--- src/logic/ssfm_consts.svh ---
// Register offsets, field positions and reset values
// for the synchronous serial flash master; included by the package user.
`ifndef SSFM_CONSTS_SVH
`define SSFM_CONSTS_SVH

// Byte offsets on the APB word map
`define SSFM_OFF_TXB      12'h000
`define SSFM_OFF_RXB      12'h004
`define SSFM_OFF_BRG      12'h008
`define SSFM_OFF_MODE     12'h00c
`define SSFM_OFF_CTRL0    12'h010
`define SSFM_OFF_CTRL1    12'h014
`define SSFM_OFF_SMR1     12'h018
`define SSFM_OFF_SMR2     12'h01c
`define SSFM_OFF_SMR3     12'h020
`define SSFM_OFF_SMR4     12'h024
`define SSFM_OFF_TXIC     12'h028
`define SSFM_OFF_PORT     12'h02c

// Mode register fields
`define SSFM_MODE_SMD_LO  0
`define SSFM_MODE_CLK_SOURCE_SEL   3
`define SSFM_MODE_DATA_INVERT_SEL   6
`define SSFM_SMD_CSYNC    3'h1

// Control 0 fields
`define SSFM_C0_CKS_LO    0
`define SSFM_C0_CRS       2
`define SSFM_C0_SHIFT_REG_EMPTY_FLAG     3
`define SSFM_C0_CRD       4
`define SSFM_C0_NCH       5
`define SSFM_C0_CLK_EDGE_SEL     6
`define SSFM_C0_MSB       7

// Control 1 fields
`define SSFM_C1_TE        0
`define SSFM_C1_TI        1
`define SSFM_C1_RE        2
`define SSFM_C1_RI        3
`define SSFM_C1_IRS       4
`define SSFM_C1_RRM       5
`define SSFM_C1_LCH       6
`define SSFM_C1_STP       7

// Receive buffer overrun flag position
`define SSFM_RXB_OER      12

// Interrupt control fields
`define SSFM_IC_IR        3

// Port register: bit0 select level, bit1 serial function enable
`define SSFM_PORT_CS      0
`define SSFM_PORT_FUNC    1

// Reset values
`define SSFM_RST_ZERO     8'h00
`define SSFM_RST_CTRL1    8'h02
`define SSFM_RST_PORT     2'h1

`endif

--- src/logic/ssfm_pkg.sv ---
// Types shared by the synchronous serial flash master.
// Assumes the constants header is included by the design file.
package ssfm_pkg;

  typedef enum logic [1:0] {
    SSFM_IDLE,
    SSFM_SHIFT
  } ssfm_state_e;

  // APB request as seen by the slave
  typedef struct packed {
    logic        sel;
    logic        enable;
    logic        write;
    logic [11:0] addr;
    logic [31:0] wdata;
  } ssfm_apb_req_s;

  // Serial pin group toward the flash
  typedef struct packed {
    logic sclk;
    logic mosi;
    logic cs_n;
  } ssfm_pins_s;

endpackage

--- src/logic/ssfm_master.sv ---
// Clock synchronous serial channel driving a serial flash, with an APB
// register slave and a general port bit for the flash select line.
// Assumes one clock pclk, async active-low reset, and software pacing.
// Notes on behaviour
// RQ1: Flash select comes from a plain port register bit, not from the shifter.
// RQ2: Software waits after select falls before writing data to start clocking.
// RQ3: Software waits after the last rising clock before raising select.
// RQ4: Start: select high, clock idles high, enable serial mode, then select low.
// RQ5: End: select high, serial off, pins return to port use driven high.
// RQ6: Transmit interrupt level field kept zero; software polls the request flag.
// RQ7: With cause select zero, transmit request raised when buffer becomes empty.
// RQ8: Mode field value one selects clock synchronous operation.
// RQ9: Internal clock; rate from eight-bit divider and two-bit prescale select.
// RQ10: Data changes on falling clock edge, sampled on rising edge.
// RQ11: Bit order select one shifts most significant bit first.
// RQ12: Flow control disabled; flow pin select has no effect.
// RQ13: Output type select zero gives push-pull drive, no open drain.
// RQ14: Transmit and receive enables reset to zero; writing one enables each.
// RQ15: Read-only flags: buffer empty, receive complete, shift register empty.
// RQ16: Eight-bit receive buffer with overrun error flag.
// RQ17: Continuous receive mode bit stays zero.
// RQ18: Data invert, logic invert and clock stop bits held zero.
// RQ19: Request flag reads one when requested; software writes zero to clear.
// RQ20: DMA request output is the transmit interrupt request.
// RQ21: Pick a channel with push-pull outputs, not open-drain only.
// RQ22: Four special-mode registers reset to zero.
// RQ23: Each buffer write launches eight clocks, full duplex, receive flag at end.
`timescale 1ns/100ps
`include "ssfm_consts.svh"

// Register map, one byte per APB word in bits 7:0, upper bits read zero except the overrun bit at 0x04
//   0x00 transmit buffer, write only; a write arms one transfer
//   0x04 receive buffer; bits 7:0 data, bit 12 overrun
//        a read clears the receive complete flag and the overrun flag
//   0x08 baud divider, eight bits, reload value of the half-period counter
//   0x0c mode: bits 2:0 serial mode, bit 3 clock source, bit 6 data invert
//   0x10 control 0: bits 1:0 prescale select, bit 2 flow pin select,
//        bit 3 shift register empty (read only), bit 4 flow control off,
//        bit 5 output type, bit 6 clock edge select, bit 7 msb first
//   0x14 control 1: bit 0 transmit enable, bit 1 buffer empty (read only),
//        bit 2 receive enable, bit 3 receive complete (read only),
//        bit 4 request cause select, bit 5 continuous receive,
//        bit 6 logic invert, bit 7 clock stop
//   0x18 to 0x24 four special-mode registers, plain storage
//   0x28 transmit request control: bits 2:0 level, bit 3 request flag
//   0x2c port: bit 0 select level, bit 1 hands the pins to the shifter
//   Anything else reads zero and ignores writes; no slave error
//
// Limitations worth knowing
//   Edge select, invert, clock stop and continuous receive are stored only;
//   the shifter always runs idle-high, fall-drive, rise-sample, plain data.
//   Output type select is stored only; every pin is push-pull.
//   The level field never gates anything: there is no interrupt output,
//   software polls the request flag or lets the DMA unit watch it.
//   The select guard times are software's job; the shift register empty
//   flag tells software when the last rising clock has gone by.
//
// Transfer timing with divider value n and prescale factor p
//   A half period lasts (n + 1) * p clock cycles.
//   The first clock edge toward the flash is a falling one; data moves
//   on each fall and the returning bit is taken on each rise.
//   Eight falls and eight rises make one byte; the receive byte lands
//   together with the eighth rise.
//   A second buffer write during a transfer waits in the buffer and
//   starts as soon as the engine is idle again.

module ssfm_master
  import ssfm_pkg::*;
(
  input  wire logic        pclk,
  input  wire logic        presetn,
  input  wire logic        psel,
  input  wire logic        penable,
  input  wire logic        pwrite,
  input  wire logic [11:0] paddr,
  input  wire logic [31:0] pwdata,
  output logic      [31:0] prdata,
  output logic             pready,
  output logic             pslverr,
  output logic             flash_cs_n,
  output logic             flash_sclk,
  output logic             flash_mosi,
  input  wire logic        flash_miso,
  output logic             dma_req
);

  ssfm_apb_req_s req;
  logic          wr_acc;
  logic          rd_acc;
  logic [7:0]    brg_q;
  logic [7:0]    mode_q;
  logic [7:0]    c0_q;
  logic [7:0]    c1_q;
  logic [7:0]    smr_q [4];
  logic [7:0]    txic_q;
  logic [1:0]    port_q;
  logic [7:0]    txb_q;
  logic          txb_full_q;
  logic [7:0]    sh_q;
  logic [7:0]    rxb_q;
  logic          oer_q;
  logic          ri_q;
  ssfm_state_e   st_q;
  logic [2:0]    bit_q;
  logic          sclk_q;
  logic          mosi_q;
  logic [7:0]    pre_q;
  logic [7:0]    brg_cnt_q;
  logic          tick;
  logic          load;
  logic          done;
  logic          serial_on;
  logic          msb_first;

  // Register index decode, used by read and write paths
  function automatic logic hit(input logic [11:0] a, input logic [11:0] off);
    hit = (a == off);
  endfunction

  // Prescale divide factor: 1, 8, 32 or unused as 1
  function automatic logic [7:0] pre_div(input logic [1:0] s);
    case (s)
      2'h1:    pre_div = 8'h07;
      2'h2:    pre_div = 8'h1f;
      default: pre_div = 8'h00;
    endcase
  endfunction

  assign req       = '{psel, penable, pwrite, paddr, pwdata};
  assign wr_acc    = req.sel & req.enable & req.write;
  assign rd_acc    = req.sel & req.enable & ~req.write;
  assign pready    = 1'b1;                             // Zero wait states
  assign pslverr   = 1'b0;
  assign serial_on = port_q[`SSFM_PORT_FUNC]
                   & (mode_q[`SSFM_MODE_SMD_LO +: 3] == `SSFM_SMD_CSYNC); // RQ8
  assign msb_first = c0_q[`SSFM_C0_MSB];                                  // RQ11
  assign load      = (st_q == SSFM_IDLE) & txb_full_q & serial_on
                   & c1_q[`SSFM_C1_TE];                                   // RQ23
  // Last rising clock of the byte: the engine sees sclk low before the rise
  assign done      = (st_q == SSFM_SHIFT) & tick & ~sclk_q & (bit_q == 3'h7); // RQ3

  // Baud divider; the rate follows from this value and the prescale select
  always_ff @(posedge pclk or negedge presetn) begin
    if (!presetn) begin
      brg_q <= `SSFM_RST_ZERO;
    end else if (wr_acc && hit(req.addr, `SSFM_OFF_BRG)) begin
      brg_q <= req.wdata[7:0];                         // RQ9
    end
  end

  // Mode register; only a serial mode field (bits 2:0) of one lets the shifter run
  always_ff @(posedge pclk or negedge presetn) begin
    if (!presetn) begin
      mode_q <= `SSFM_RST_ZERO;
    end else if (wr_acc && hit(req.addr, `SSFM_OFF_MODE)) begin
      mode_q <= req.wdata[7:0];                        // RQ8
    end
  end

  // Control 0; the read-only empty bit is never stored
  always_ff @(posedge pclk or negedge presetn) begin
    if (!presetn) begin
      c0_q <= `SSFM_RST_ZERO;
    end else if (wr_acc && hit(req.addr, `SSFM_OFF_CTRL0)) begin
      c0_q <= {req.wdata[7:4], 1'b0, req.wdata[2:0]}; // RQ12 RQ13
    end
  end

  // Request control; the flag bit lives in the request flop instead
  always_ff @(posedge pclk or negedge presetn) begin
    if (!presetn) begin
      txic_q <= `SSFM_RST_ZERO;
    end else if (wr_acc && hit(req.addr, `SSFM_OFF_TXIC)) begin
      txic_q <= {req.wdata[7:4], 1'b0, req.wdata[2:0]}; // RQ6
    end
  end

  // Port bits; select idles high so the flash stays quiet after reset
  always_ff @(posedge pclk or negedge presetn) begin
    if (!presetn) begin
      port_q <= `SSFM_RST_PORT;                        // RQ5
    end else if (wr_acc && hit(req.addr, `SSFM_OFF_PORT)) begin
      port_q <= req.wdata[1:0];                        // RQ1
    end
  end

  // Special-mode registers, zero from reset
  generate
    for (genvar i = 0; i < 4; i++) begin : g_smr
      always_ff @(posedge pclk or negedge presetn) begin
        if (!presetn) begin
          smr_q[i] <= `SSFM_RST_ZERO;                  // RQ22
        end else if (wr_acc && hit(req.addr, 12'(`SSFM_OFF_SMR1 + 4 * i))) begin
          smr_q[i] <= req.wdata[7:0];
        end
      end
    end
  endgenerate

  // Control 1: enables and option bits; flags live elsewhere
  always_ff @(posedge pclk or negedge presetn) begin
    if (!presetn) begin
      c1_q <= `SSFM_RST_ZERO;                          // RQ14
    end else if (wr_acc && hit(req.addr, `SSFM_OFF_CTRL1)) begin
      c1_q <= {req.wdata[7:4], 1'b0, req.wdata[2], 1'b0, req.wdata[0]}; // RQ14 RQ17 RQ18
    end
  end

  // Transmit buffer; a write while busy overwrites the pending byte
  always_ff @(posedge pclk or negedge presetn) begin
    if (!presetn) begin
      txb_q      <= `SSFM_RST_ZERO;
      txb_full_q <= 1'b0;
    end else if (wr_acc && hit(req.addr, `SSFM_OFF_TXB)) begin
      txb_q      <= req.wdata[7:0];
      txb_full_q <= 1'b1;
    end else if (load) begin
      txb_full_q <= 1'b0;
    end
  end

  // Request flag: set on buffer drain with cause select zero, or on transfer end with cause select one; set wins over software clear
  always_ff @(posedge pclk or negedge presetn) begin
    if (!presetn) begin
      dma_req <= 1'b0;
    end else if (load && !c1_q[`SSFM_C1_IRS]) begin
      dma_req <= 1'b1;                                 // RQ7 RQ20
    end else if (done && c1_q[`SSFM_C1_IRS]) begin
      dma_req <= 1'b1;
    end else if (wr_acc && hit(req.addr, `SSFM_OFF_TXIC) && !req.wdata[`SSFM_IC_IR]) begin
      dma_req <= 1'b0;                                 // RQ19
    end
  end

  // Baud generator: prescaler then eight-bit divider, one tick per half period
  always_ff @(posedge pclk or negedge presetn) begin
    if (!presetn) begin
      pre_q     <= 8'h00;
      brg_cnt_q <= 8'h00;
    end else if (st_q == SSFM_IDLE) begin
      pre_q     <= 8'h00;
      brg_cnt_q <= 8'h00;
    end else if (pre_q != 8'h00) begin
      pre_q <= pre_q - 8'h01;
    end else begin
      pre_q     <= pre_div(c0_q[`SSFM_C0_CKS_LO +: 2]); // RQ9
      brg_cnt_q <= (brg_cnt_q == 8'h00) ? brg_q : brg_cnt_q - 8'h01;
    end
  end
  assign tick = (st_q != SSFM_IDLE) & (pre_q == 8'h00) & (brg_cnt_q == 8'h00);

  // Shift engine: fall edge drives, rise edge samples
  always_ff @(posedge pclk or negedge presetn) begin
    if (!presetn) begin
      st_q   <= SSFM_IDLE;
      sh_q   <= 8'h00;
      bit_q  <= 3'h0;
      sclk_q <= 1'b1;
      mosi_q <= 1'b1;
    end else begin
      case (st_q)
        SSFM_IDLE: begin
          sclk_q <= 1'b1;                              // RQ4
          if (load) begin
            st_q  <= SSFM_SHIFT;                       // RQ2
            sh_q  <= txb_q;
            bit_q <= 3'h0;
          end
        end
        SSFM_SHIFT: begin
          if (tick) begin
            sclk_q <= ~sclk_q;
            if (sclk_q) begin
              mosi_q <= msb_first ? sh_q[7] : sh_q[0]; // RQ10 RQ11
            end else begin
              sh_q <= msb_first ? {sh_q[6:0], flash_miso}
                                : {flash_miso, sh_q[7:1]}; // RQ10
              bit_q <= bit_q + 3'h1;
              if (bit_q == 3'h7)
                st_q <= SSFM_IDLE;                     // RQ23
            end
          end
        end
        default: st_q <= SSFM_IDLE;
      endcase
    end
  end

  // Receive buffer, complete flag and overrun
  always_ff @(posedge pclk or negedge presetn) begin
    if (!presetn) begin
      rxb_q <= 8'h00;
      ri_q  <= 1'b0;
      oer_q <= 1'b0;
    end else begin
      if (st_q == SSFM_SHIFT && tick && !sclk_q && bit_q == 3'h7 && c1_q[`SSFM_C1_RE]) begin
        rxb_q <= msb_first ? {sh_q[6:0], flash_miso} : {flash_miso, sh_q[7:1]};
        ri_q  <= 1'b1;                                 // RQ23
        if (ri_q)
          oer_q <= 1'b1;                               // RQ16
      end else if (rd_acc && hit(req.addr, `SSFM_OFF_RXB)) begin
        ri_q  <= 1'b0;
        oer_q <= 1'b0;
      end
    end
  end

  // Pins: push-pull always; port use drives clock and data high, select follows port bit 0
  always_comb begin
    flash_cs_n = port_q[`SSFM_PORT_CS];                // RQ1 RQ13 RQ21
    flash_sclk = serial_on ? sclk_q : 1'b1;            // RQ5
    flash_mosi = serial_on ? mosi_q : 1'b1;            // RQ5
  end

  // Read mux; status flags are read-only views of engine state
  always_comb begin
    prdata = 32'h0000_0000;
    if (rd_acc) begin
      if (hit(req.addr, `SSFM_OFF_RXB)) begin
        prdata[7:0]            = rxb_q;
        prdata[`SSFM_RXB_OER]  = oer_q;                // RQ16
      end
      if (hit(req.addr, `SSFM_OFF_BRG))   prdata[7:0] = brg_q;
      if (hit(req.addr, `SSFM_OFF_MODE))  prdata[7:0] = mode_q;
      if (hit(req.addr, `SSFM_OFF_CTRL0)) begin
        prdata[7:0]           = c0_q;
        prdata[`SSFM_C0_SHIFT_REG_EMPTY_FLAG] = (st_q == SSFM_IDLE) & ~txb_full_q; // RQ3 RQ15
      end
      if (hit(req.addr, `SSFM_OFF_CTRL1)) begin
        prdata[7:0]         = c1_q;
        prdata[`SSFM_C1_TI] = ~txb_full_q;             // RQ15
        prdata[`SSFM_C1_RI] = ri_q;                    // RQ15
      end
      for (int i = 0; i < 4; i++)
        if (hit(req.addr, 12'(`SSFM_OFF_SMR1 + 4 * i))) prdata[7:0] = smr_q[i];
      if (hit(req.addr, `SSFM_OFF_TXIC)) begin
        prdata[7:0]         = txic_q;
        prdata[`SSFM_IC_IR] = dma_req;                 // RQ6 RQ19
      end
      if (hit(req.addr, `SSFM_OFF_PORT))  prdata[1:0] = port_q;
    end
  end

endmodule

--- config.mk ---
export PLATFORM = sky130hd
export DESIGN_NAME = ssfm_master
export DESIGN_NICKNAME = d
export VERILOG_FILES = /design/src/logic/ssfm_pkg.sv /design/src/logic/ssfm_master.sv
export VERILOG_INCLUDE_DIRS = /design/src /design/src/logic
export SDC_FILE = /design/constraint.sdc
export NUM_CORES = 1
export LEC_CHECK = 0
export ABC_CLOCK_PERIOD_IN_PS = 1900
export BUFFER_PORTS_ARGS = -buffer_cell sky130_fd_sc_hd__buf_4
export CAP_MARGIN = 20
export CORE_MARGIN = 4
export CORE_UTILIZATION = 46
export CTS_BUF_LIST = sky130_fd_sc_hd__clkbuf_4
export CTS_CLUSTER_SIZE = 10
export DETAILED_ROUTE_END_ITERATION = 8
export GPL_ROUTABILITY_DRIVEN = 0
export PLACE_DENSITY_LB_ADDON = 0.1
export SYNTH_ARGS = -nofsm -noshare
export SYNTH_HDL_FRONTEND = slang
export SYNTH_SLANG_ARGS = --single-unit
--- constraint.sdc ---
create_clock -name pclk -period 1.9 [get_ports pclk]
set_input_delay 0 -clock pclk [delete_from_list [all_inputs] [get_ports pclk]]
set_output_delay 0 -clock pclk [all_outputs]
set_load 0.02 [all_outputs]
# Yosys cells after proc, flatten, opt, wreduce, memory -nomap -nowiden
# Index checks and enable logic that the tools add are counted.
[totals]
output_inout_bits = 38
elab_cells = 149
inputBits = 50
regBits = 121
[classes]
n_bitwise = 16
n_mux = 48
reduce_logical = 37
addsub = 3
eq_ne = 22
[ops]
columns = ["cell", "n"]
rows = [
  ["two-way mux 8 bit", 20],
  ["== test 12 x 5 -> 1 bit (second input constant)", 4],
  ["== test 12 x 6 -> 1 bit (second input constant)", 4],
  ["== test 12 x 4 -> 1 bit (second input constant)", 2],
  ["logical AND 1 bit", 19],
  ["logical NOT 8 bit", 2],
  ["one-hot mux 8 bit (2 select lines)", 1],
  ["subtractor 8 x 1 -> 8 bit (second input constant)", 2],
  ["two-way mux 1 bit", 15],
  ["AND 1 bit", 13],
  ["== test 12 x 3 -> 1 bit (second input constant)", 1],
  ["logical NOT 12 bit", 1],
  ["two-way mux 2 bit", 5],
  ["inequality test 2 bit (second input constant)", 5],
  ["one-hot mux 5 bit (2 select lines)", 1],
  ["two-way mux 3 bit", 3],
  ["AND reduction 4 bit", 2],
  ["nonzero test 2 bit", 4],
  ["nonzero test 8 bit", 1],
  ["one-hot mux 3 bit (2 select lines)", 1],
  ["== test 2 x 1 -> 1 bit (second input constant)", 2],
  ["one-hot mux 2 bit (2 select lines)", 1],
  ["AND reduction 2 bit", 2],
  ["adder 3 x 1 -> 3 bit (second input constant)", 1],
  ["other kinds (10)", 14],
]

# Depth between registers and ports, before layout
# Gate-level depths: netlist of run 1.
[depth]
depth_word = 13
mapped_depth = 9
depth_no_buf = 8

# Worst setup path before layout of run 1
# OpenSTA, ideal clock, no wires.
[synth_path]
path_type = "flip-flop to flip-flop"
startpoint = "register brg_cnt_q[3]"
endpoint = "register sh_q[0]"
required_ps = 1834
setup_time_ps = 66
path_stages_with_launch = 7
n_path_buf = 0
period_less_slack_ps = 2106
setup_slack_ps = -206
arrival_time_ps = 2040
cell_sequence = "dfrtp_1 > nor4_1 > nand2_1 > nor2_2 > a21boi_1 > a21oi_1 > o221a_2"
[synth_between]
elab_chain_len = 4
[synth_lines]
columns = ["element", "line", "rtl"]
rows = [
  ["start: declaration", "ssfm_master.sv:108", "logic [7:0] brg_cnt_q;"],
  ["start signal: assignment", "ssfm_master.sv:247", "brg_cnt_q <= (brg_cnt_q == 8'h00) ? brg_q : brg_cnt_q - 8'h01;"],
  ["logical NOT 8 bit", "ssfm_master.sv:250", "assign tick = (st_q != SSFM_IDLE) & (pre_q == 8'h00) & (brg_cnt_q == 8'h00);"],
  ["AND 1 bit", "ssfm_master.sv:250", ""],
  ["inequality test 2 bit (no source line)", "n/a", ""],
  ["AND reduction 4 bit (no source line)", "n/a", ""],
  ["end signal: assignment", "ssfm_master.sv:266", "sh_q <= txb_q;"],
  ["end signal: assignment", "ssfm_master.sv:276", "sh_q <= msb_first ? {sh_q[6:0], flash_miso}"],
  ["end: declaration", "ssfm_master.sv:99", "logic [7:0] sh_q;"],
]
# No other way between the ends.
# A chain may end at the register's enable or synchronous reset.

# Worst setup path after layout of run 1
[layout_path]
startpoint = "input paddr[9]"
endpoint = "output prdata[4]"
[layout_between]
elab_chain_len = 12
word_cells_on_any_way = 21
classes_between = "eq/ne: 10; mux: 11"
[layout_lines]
columns = ["element", "line", "rtl"]
rows = [
  ["start: declaration", "ssfm_master.sv:75", "input wire logic [11:0] paddr,"],
  ["== test 12 x 3 -> 1 bit", "ssfm_master.sv:117", "hit = (a == off);"],
  ["two-way mux 8 bit", "ssfm_master.sv:319", "if (hit(req.addr, `SSFM_OFF_RXB)) begin"],
  ["two-way mux 8 bit", "ssfm_master.sv:323", "if (hit(req.addr, `SSFM_OFF_BRG)) prdata[7:0] = brg_q;"],
  ["two-way mux 8 bit", "ssfm_master.sv:324", "if (hit(req.addr, `SSFM_OFF_MODE)) prdata[7:0] = mode_q;"],
  ["two-way mux 8 bit", "ssfm_master.sv:325", "if (hit(req.addr, `SSFM_OFF_CTRL0)) begin"],
  ["two-way mux 8 bit", "ssfm_master.sv:329", "if (hit(req.addr, `SSFM_OFF_CTRL1)) begin"],
  ["two-way mux 8 bit (4 in a row)", "ssfm_master.sv:335", "if (hit(req.addr, 12'(`SSFM_OFF_SMR1 + 4 * i))) prdata[7:0] = smr_q[i];"],
  ["two-way mux 8 bit (*)", "ssfm_master.sv:336", "if (hit(req.addr, `SSFM_OFF_TXIC)) begin"],
  ["two-way mux 8 bit (*)", "ssfm_master.sv:318", "if (rd_acc) begin"],
  ["end: declaration", "ssfm_master.sv:77", "output logic [31:0] prdata,"],
]
# Every way passes the cells marked *; elsewhere a longest branch is shown, timed or not.

==> metrics.txt, run 1 <==
Area contributors post-synth dfrtp_1 46%, mux2_2 15%, nand2_1 3.3%, buf_4 3.0%, o21ai_0 2.6%; via count approximately 5,000; Tcrit/Tclk final 103%; first-pass GRT wire length 27,500 um; P_leak 0.00373 uW; startpoint type of the worst setup path input pin; Tmin final a little under 2 ns; Total Wirelength 17,100 um; max capacitance violation total 0; hold crit path type input pin to asynchronous set/reset pin; Tot Pwr ~5100 uW; final worst slack -0.0658 ns; Final Skew 0.0112 ns; max incr delay on CP 0.53 ns; crit path buf inv count 5; final setup vio count 12; failing checks setup timing; Antenna Nets Post-Route 0; initial antenna violation count 0; DRT Pass-1 Iters 5; power per cell area 635 mW/mm2; TritonCTS Buffers 17; Area Overhead vs Synth 27.1%; peak supply drop approximately 0.43 mV; WP data arrival a little under 2 ns; cell count after synthesis about 590; Avg Cell Area, Syn 10.6 um2; H-tree levels 4; routed len/inst 18.9 um; setup TNS -0.371 ns; FF+latch area about 0.0030 mm2; area of the multi-input gates 0.00327 mm2; top cell type's share of synthesized area a little under half; num rows 42; Post-synth top cells 117 x dfrtp_1, 85 x mux2_2, 56 x nand2_1; Worst Setup End Kind output pin; CTS Sinks 120; clock root cell clkbuf_4; Longest Clk Path Bufs 2; worst skew pair latency roughly 0.54 ns; Internal Power just under 4000 uW; share of synthesized registers carrying an async set or reset between 90% and 100%; Die Wd 125 um; critical path peak fanout 7; Worst path top cell family by delay simple AND/OR/NAND/NOR gates; most numerous cell in the Yosys netlist dfrtp_1; number of synthesized flops with an enable pin 0; fraction of layout cells with a size suffix above 1 42.1%; WP data required ~1.9 ns; worst hold slack approximately 0.031 ns; CTS tree built; Clk pin slew, worst setup/hold paths ~0.10 ns; share of power burned in registers 50.3%; initial core utilization 47.2%; Top FF cell, synth dfrtp_1; Initial DRC Count roughly 400; Sw Share about a quarter; num ports between 80 and 90; DIE HEIGHT roughly 130 um; Seq/Total Area, Yosys a little under half; pin count of the biggest net entering global routing 45; Core Footprint ~0.013 mm2; hpwl dp 12,000 um; Worst path slowest cell or4_4; gr ovfl total 0; cell taking the most area after synthesis dfrtp_1; DRC Markers 0; Nets approximately 770; overall global routing resource usage roughly 22%; RSZ-0062 raised after global routing true; switching pwr around 1200 uW; CP Class input pin to output pin; die area around 0.016 mm2; status finished with violations; ant diodes 0; Synth Cell Area approximately 0.0063 mm2; I/O Buffers 38; vias in the first global route slightly above 5,000; combinational share of power 7.2%; #FFs+latches synth 120; post-synth cell types 60; Final Max Slew Viols 0; Worst path most repeated cell buf_6; final hold viol count 0; clock power share 42.5%; Ys Warns 0; CP cell instances buf_6 -> or4_4 -> buf_6 -> nor3_2 -> buf_4 -> buf_6 -> nand4_1 -> o32ai_2 -> a21oi_2 -> nor3_2 -> buf_4; fmax approximately 510 MHz; fill cell count roughly 1,100; drt via density around 5.6
==> worst reg2reg max path: cells and delay by family, from the launching register on <==
kind | cells | cell delay [ns]
DFF | 1 | 0.39
buffers and inverters | 2 | 0.31
AOI/OAI and AO/OA | 1 | 0.12
adders and majority gates | 1 | 0.19
and+or+nand+nor | 5 | 0.88
==> layer usage <==
metal,GRT usage (%),wire (um),vias to the layer above,part of all wire [%]
li1,-,-,2379,-
met1,31.1,7700,2532,45
met2,34.8,8100,150,47
met3,4.43,1010,32,5.9
met4,6.76,311,0,1.8
met5,0,0,-,0
==> layout by cell type (no fill, tap or decap), types with 6 or more instances in the layout <==
master and instances:
buf_4 112, nor3_1 7, o221ai_1 7, o22ai_1 6
nand2_2 7, nor2_1 31, nor2b_1 8, nand2b_1 6
o21ai_0 24, nor3_2 8, dfrtp_1 115, o221a_2 6
nand2_1 48, dlygate4sd3_1 10, a21oi_1 24, mux2i_1 10
conb_1 25, ha_1 6, o21ai_1 8, o211ai_1 8
clkbuf_4 18, a31oi_1 7, nand3_1 10, inv_1 7
mux2_2 80, buf_6 10
==> flip-flops by register name, indices dropped and copies added (netlist names), 8 cells and up <==
signal,count
mode_q,8
brg_cnt_q,8
txb_q,8
smr_q,32
brg_q,8
sh_q,8
rxb_q,8
pre_q,8
==> final timing paths <==
kind | from | end | slack, ns | cells after the start
max in group asynchronous | presetn | mosi_q$_DFFE_PN1P_ | 1.55 | 3
min | presetn | port_q[0]$_DFFE_PN1P_ | 0.03 | 2
max reg2reg | brg_cnt_q[0]$_DFFE_PN0P_ | oer_q$_DFFE_PN0P_ | -0.04 | 9
min reg2reg | mosi_q$_DFFE_PN1P_ | mosi_q$_DFFE_PN1P_ | 0.49 | 2
min in group pclk | paddr[7] | txic_q[1]$_DFFE_PN0P_ | 0.04 | 4
max | paddr[9] | prdata[4] | -0.07 | 11
==> power groups by stage <==
stage | Sequential, uW | Combinational (uW) | Clock, uW
6_report | 2560 | 367 | 2160
3_3_place_gp | 2610 | 325 | 0
5_1_grt | 2560 | 401 | 2340
2_1_floorplan | 2610 | 190 | 0
3_5_place_dp | 2610 | 327 | 0
4_1_cts | 2560 | 360 | 2210
==> logic make-up after synthesis <==
family          synth area share, %
other cells                   0.119
flops                          47.7
fa+ha+maj                      1.39
mux                            17.1
xor+xnor                      0.834
simple gates                   13.6
compound gates                 13.7
buf+inv                        5.54
==> metrics by stage <==
stage	util (%)	worst slack [ns]	area, um2	std cells
detailed placement	53.1	-0.163	7090	835
CTS	58.2	-0.107	7770	893
floorplan	-	-0.0287	6410	617
finish	60.0	-0.0658	8010	906
global placement	53.1	-0.124	7090	835
global route	60.0	-0.160	8010	906
==> cell type report <==
| cell class | count | share of cell area [%] |
|---|---|---|
| Clock buffer | 18 | 1.69 |
| Clock inverter | 14 | 2.56 |
| Inverter | 10 | 0.469 |
| Multi-Input combinational cell | 432 | 40.8 |
| Sequential cell | 120 | 37.6 |
| Tap cell | 176 | 2.75 |
| Timing Repair Buffer | 136 | 14.2 |
==> timing repair <==
item	in CTS	in global routing
gates cloned	0	1
resized for setup	25	47
buffers inserted	15	12
endpoints found under the hold margin	201	0
pin swaps	11	16
endpoints found under the setup margin	27	31
hold buffers	11	0
No activity file was read; power rests on OpenSTA's default activity.
==> run 2: changes to the inputs <==
- CORE_UTILIZATION: 46 -> 54
==> run 2 against run 1 <==
Effect of this change: the flow still finishes with violations (setup timing); clock skew rose by 0.0079 ns; clock power shrank 13%; global-route usage is 4.6 points higher; worst setup slack gained 0.0046 ns; hold slack better by 0.048 ns; combinational power is 2% lower; routed wire length fell by 0.13%; clock-buffer cell count up 1; largest cell class unchanged.
==> metrics.txt, run 2 (same netlist as run 1, synthesis figures left out) <==
Worst path slowest cell or4_4; initial core utilization 55.2% (+8.0 points); Final Skew 0.0192 ns (+0.00794 ns); max incr delay on CP 0.56 ns (+0.03 ns); max capacitance violation total 0 (unchanged); drt via density 5.92 (+5.3%); routing usage on met2 41.4% (+6.6 points); DIE HEIGHT 116 um (-7.2%); hold crit path type input pin to register; TritonCTS Buffers 17 (unchanged); overall global routing resource usage 26.7% (+4.6 points); M3 GR Usage 6.01% (+1.6 points); most flop-heavy register smr_q; Area Overhead vs Synth 25.7%; hpwl dp 11,700 um (-3.0%); CTS Sinks 120 (unchanged); pre-CTS setup slack -0.172 ns (-0.00936 ns); final hold viol count 0 (unchanged); setup TNS -0.196 ns (+0.174 ns); num rows 39 (-7.1%); Tmin final 1.96 ns (-0.00463 ns); crit path buf inv count 3 (-2); vias in the first global route 5,107 (-0.82%); num ports 88 (unchanged); Final Max Slew Viols 0 (unchanged); startpoint type of the worst setup path input pin; failing checks setup timing; die area 0.0135 mm2 (-14%); initial antenna violation count 0 (unchanged); pin count of the biggest net entering global routing 56 (+24%); Tightest Pin Transition 0.645 ns; power per cell area 605 mW/mm2 (-4.7%); area of the multi-input gates 0.00331 mm2 (+1.2%); Worst path top cell family by delay simple AND/OR/NAND/NOR gates; Nets 776 (+0.26%); Slew Limit Headroom 56.9%; CP cell instances buf_4 -> or4_4 -> or3_1 -> buf_6 -> or3_4 -> a21oi_2 -> o21a_1 -> buf_6; max FFs per register 32 (unchanged); H-tree levels 4 (unchanged); ant diodes 0 (unchanged); Reg2Reg Setup Slack 0 ns (+0.04 ns); CTS tree built; FF+latch area 0.00301 mm2 (about the same); worst skew pair latency 0.54 ns (about the same); Post-Place Cell Area 0.00706 mm2 (-0.34%); status finished with violations; clock root cell clkbuf_4; via count 5,168 (+1.5%); worst hold slack 0.0795 ns (+0.0483 ns); I/O Buffers 38 (unchanged); final instance area 0.00792 mm2 (-1.1%); Die Wd 116 um (-7.2%); Top Usage Layer GRT met2; Worst Setup End Kind output pin; Worst path most repeated cell buf_6; WP data arrival 1.96 ns (about the same); Core Footprint 0.0114 mm2 (-14%); final setup vio count 6 (-6); final std cells w/o fill 873 (-3.6%); fmax 510 MHz (+0.24%); DRC Markers 0 (unchanged); critical path peak fanout 8 (+1); most common cell after layout, fill and taps aside buf_4; met1 GRT Util 37.0% (+5.9 points); WP data required 1.90 ns (about the same); fraction of layout cells with a size suffix above 1 42.7% (+0.68 points); gr ovfl total 0 (unchanged); Longest Clk Path Bufs 2 (unchanged); number of placed instances, taps included 806 (-3.5%); Tcrit/Tclk final 103% (-0.24 points); P_leak 0.00372 uW (-0.17%); peak supply drop 0.778 mV (+80%); fill cell count 892 (-21%); most frequent cells in the layout 118 x buf_4, 114 x dfrtp_1, 80 x mux2_2; Clk pin slew, worst setup/hold paths 0.10 ns (about the same); Initial DRC Count 408 (+1.5%); final worst slack -0.0612 ns (+0.00463 ns); Antenna Nets Post-Route 0 (unchanged); Total Wirelength 17,100 um (-0.13%); RSZ-0062 raised after global routing true; first-pass GRT wire length 27,100 um (-1.5%); CP Class input pin to output pin; DRT Pass-1 Iters 5 (unchanged); routed len/inst 19.6 um (+3.6%)
-- run 2: power by group --
| part | internal [uW] | total (uW) | switching [uW] |
|---|---|---|---|
| registers | 2550 | 2560 | 1.51 |
| logic | 114 | 361 | 248 |
| clock network | 909 | 1870 | 964 |
-- run 2: worst paths after layout --
path | startpoint | to | cells after the start
max in group asynchronous | presetn | sclk_q$_DFFE_PN1N_ | 4
max | paddr[9] | prdata[1] | 8
max reg2reg | brg_cnt_q[1]$_DFFE_PN0P_ | oer_q$_DFFE_PN0P_ | 9
min | paddr[5] | oer_q$_DFFE_PN0P_ | 5
min reg2reg | mosi_q$_DFFE_PN1P_ | mosi_q$_DFFE_PN1P_ | 2
min in group asynchronous | presetn | brg_cnt_q[1]$_DFFE_PN0P_ | 3
-- run 2: final cells by class --
class                   instances  area share, %
inverters                      10          0.474
flip-flops and latches        120           38.0
clock buffers                  19           1.80
multi-input cells             432           41.8
well taps                     143           2.26
clock inverters                11           1.67
repair buffers                138           14.0
-- run 2: worst reg2reg max path, delay by kind of cell, from the launching register on --
family | cells | cell delay (ns)
and+or+nand+nor | 5 | 0.85
DFF | 1 | 0.42
buffers and inverters | 2 | 0.32
adders and majority gates | 1 | 0.13
AOI/OAI and AO/OA | 1 | 0.13
-- run 2: what timing repair did --
| item | in CTS | in global routing |
|---|---|---|
| resized for setup | 27 | 52 |
| cloned | 0 | 2 |
| setup buffers | 12 | 14 |
| endpoints found under the setup margin | 13 | 43 |
| hold buffers | 12 | 0 |
| pin swaps | 13 | 15 |
| hold endpoints to repair | 203 | 0 |
-- run 2: per-stage QoR --
stage,total power (uW),utilization (%)
final,4790,69.4
after global routing,4970,69.4
after CTS,4810,67.1
after detailed placement,2930,61.8
after global placement,2920,61.8
after floorplan,2800,-
-- run 2: per-layer routing --
metal  part of all wire, %  vias up
li1                      -     2372
met1                    44     2590
met3                   6.1       24
met2                    48      182
met4                   1.9        0
met5                     0        -
==> run 3: changes to the inputs <==
- ABC_CLOCK_PERIOD_IN_PS: 1900 -> 1880
- CORE_UTILIZATION: 54 -> 60
- clock period: 1.9 -> 1.88 ns (I/O delays scaled with it)
==> run 3 against run 2 <==
Effect of this change: the run still ends with setup timing left; via count is 1.8% higher; critical endpoint unchanged; clock-buffer cell count shrank 1; sequential power hardly changed; combinational power is 5% higher; flip-flop and latch count unchanged; total power fell by 1.7%; clock skew decreased by 0.0070 ns.
==> metrics.txt, run 3 (same netlist as run 1, synthesis figures left out) <==
status finished with violations; failing checks setup timing; CP Class register to output pin; final setup vio count 4 (-2); overall global routing resource usage 27.8% (+1.1 points); setup TNS -0.256 ns (-0.0595 ns); num ports 88 (unchanged); Final Max Slew Viols 0 (unchanged); reg2reg path depth 8 (-1); share of power burned in registers 54.9% (+1.5 points); final instance area 0.00798 mm2 (+0.77%); pin count of the biggest net entering global routing 51 (-8.9%); peak supply drop 0.722 mV (-7.3%); startpoint type of the worst setup path register; Clk pin slew, worst setup/hold paths 0.11 ns (about the same); Antenna Nets Post-Route 0 (unchanged); worst r2r src pre_q[6]$_DFF_PN0_; H-tree levels 4 (unchanged); max FFs per register 32 (unchanged); ant diodes 0 (unchanged); Tmin final ~2.0 ns; Sw Share 28.2% (+2.9 points); first-pass GRT wire length 27,000 um (-0.48%); most common cell after layout, fill and taps aside dfrtp_1; CP cell instances mux2_4 -> nand2_2 -> a221oi_2 -> o211ai_1 -> a21oi_1 -> o21a_1 -> buf_6; fraction of layout cells with a size suffix above 1 44.2% (+1.5 points); initial core utilization 61.3% (+6.1 points); Reg2Reg Setup Slack 0.03 ns (+0.03 ns); final core utilization 77.6% (+8.3 points); Worst path top cell family by delay compound AO/OA/AOI/OAI gates; max capacitance violation total 0 (unchanged); DRT Pass-1 Iters 5 (unchanged); beginning of the critical path mode_q[1]$_DFFE_PN0P_; Worst path slowest cell dfrtp_1; die area 0.0122 mm2 (-9.3%); routed len/inst 20.1 um (+2.6%); final hold viol count 0 (unchanged); Internal Power 3380 uW (-5.5%); hold crit path type input pin to asynchronous set/reset pin; Total Wirelength 17,400 um (+1.5%); fmax 503 MHz; Final Skew 0.0121 ns (-0.00702 ns); final std cells w/o fill 864 (-1.0%); worst skew pair latency 0.55 ns (about the same); Tcrit/Tclk final 106%; Critical Path End prdata[1]; final worst slack -0.108 ns (-0.0464 ns); Nets 772 (-0.52%); hpwl dp 11,400 um (-2.1%); RR Endpoint oer_q$_DFFE_PN0P_; Initial DRC Count 354 (-13%); Post-Place Cell Area 0.00704 mm2 (-0.37%); max incr delay on CP 0.41 ns (-0.15 ns); CTS Sinks 120 (unchanged); number of placed instances, taps included 798 (-0.99%); fill cell count 686 (-23%); num rows 37 (-5.1%); pre-CTS setup slack -0.174 ns (-0.00157 ns); WP data arrival 1.99 ns (+0.03 ns); gr ovfl total 0 (unchanged); WP data required 1.88 ns (-0.02 ns); switching pwr 1330 uW (+9.5%); critical path peak fanout 3 (-5); Die Wd 110 um (-4.8%); vias in the first global route 5,196 (+1.7%); DRC Markers 0 (unchanged); initial antenna violation count 0 (unchanged); via count 5,261 (+1.8%); Worst Setup End Kind output pin; Longest Clk Path Bufs 2 (unchanged); most frequent cells in the layout 115 x dfrtp_1, 109 x buf_4, 82 x mux2_2; power per cell area 590 mW/mm2 (-2.5%); combinational share of power 8.0% (+0.5 points); crit path buf inv count 1 (-2); drt via density 6.09 (+2.9%); clock root cell clkbuf_4; RSZ-0062 raised after global routing true; Crit path depth 7 (-1); Core Footprint 0.0103 mm2 (-10%); DIE HEIGHT 110 um (-4.8%); I/O Buffers 38 (unchanged); TritonCTS Buffers 17 (unchanged); CTS tree built; Area Overhead vs Synth 26.6%; clock power share 37.1% (-2.0 points); most flop-heavy register smr_q; P_leak 0.00372 uW (-0.15%)
[run 3: changes by cell type in the layout (fill, tap and decap cells not counted), moves of 3 or more]
| cell | change |
|---|---|
| buf_4 | -9 |
| buf_6 | +6 |
| inv_6 | +4 |
| nand3_4 | +3 |
| o21ai_0 | -3 |
[run 3: metal layers]
layer | vias to the layer above | track usage (%) | part of all wire (%)
li1 | 2377 | - | -
met3 | 36 | 7.95 | 7.0
met2 | 237 | 44.2 | 48
met1 | 2611 | 37.0 | 43
met4 | 0 | 8.54 | 2.1
met5 | - | 0 | 0
[run 3: through the flow]
step,hold slack [ns],power [uW]
after floorplan,-0.296,2830
after global placement,0.0281,2950
after detailed placement,0.0313,2950
after CTS,0.0115,4720
after global routing,0.0131,4890
final,0.0399,4710
[run 3: timing repair]
action	in CTS	in global routing
hold buffers	11	0
hold endpoints to repair	200	0
cloned	1	2
setup endpoints to repair	12	34
pin swaps	13	27
resized for setup	28	77
buffers inserted	11	13
[run 3: cell type report]
cell class              count  area (um2)  share of cell area, %
clock inverters            14         125                   1.57
inverters                  10        37.5                  0.470
flip-flops and latches    120        3010                   37.7
multi-input cells         432        3380                   42.3
well taps                 136         170                   2.13
repair buffers            134        1130                   14.1
clock buffers              18         135                   1.69
[run 3: power groups by stage]
stage	combinational [uW]	sequential (uW)	clock, uW
finish	378	2580	1750
floorplan	192	2630	0
CTS	354	2580	1780
detailed placement	321	2630	0
global route	406	2590	1890
global placement	317	2630	0
[run 3: worst min path at each step]
stage / end / slack [ns] / depth (start not counted)
after floorplan: bit_q[0]$_DFFE_PN0P_ / -0.30 / 0
after global placement: pre_q[7]$_DFF_PN0_ / 0.03 / 1
after detailed placement: pre_q[7]$_DFF_PN0_ / 0.03 / 1
after CTS: sh_q[0]$_DFFE_PN0P_ / 0.01 / 3
after global routing: sh_q[6]$_DFFE_PN0P_ / 0.01 / 3
final: brg_cnt_q[0]$_DFFE_PN0P_ / 0.04 / 3
[run 3: tightest hold or removal path, cell delays in order]
cell	delay [ns]
dlygate4sd3_1	0.52
buf_4	0.19
buf_12	0.25
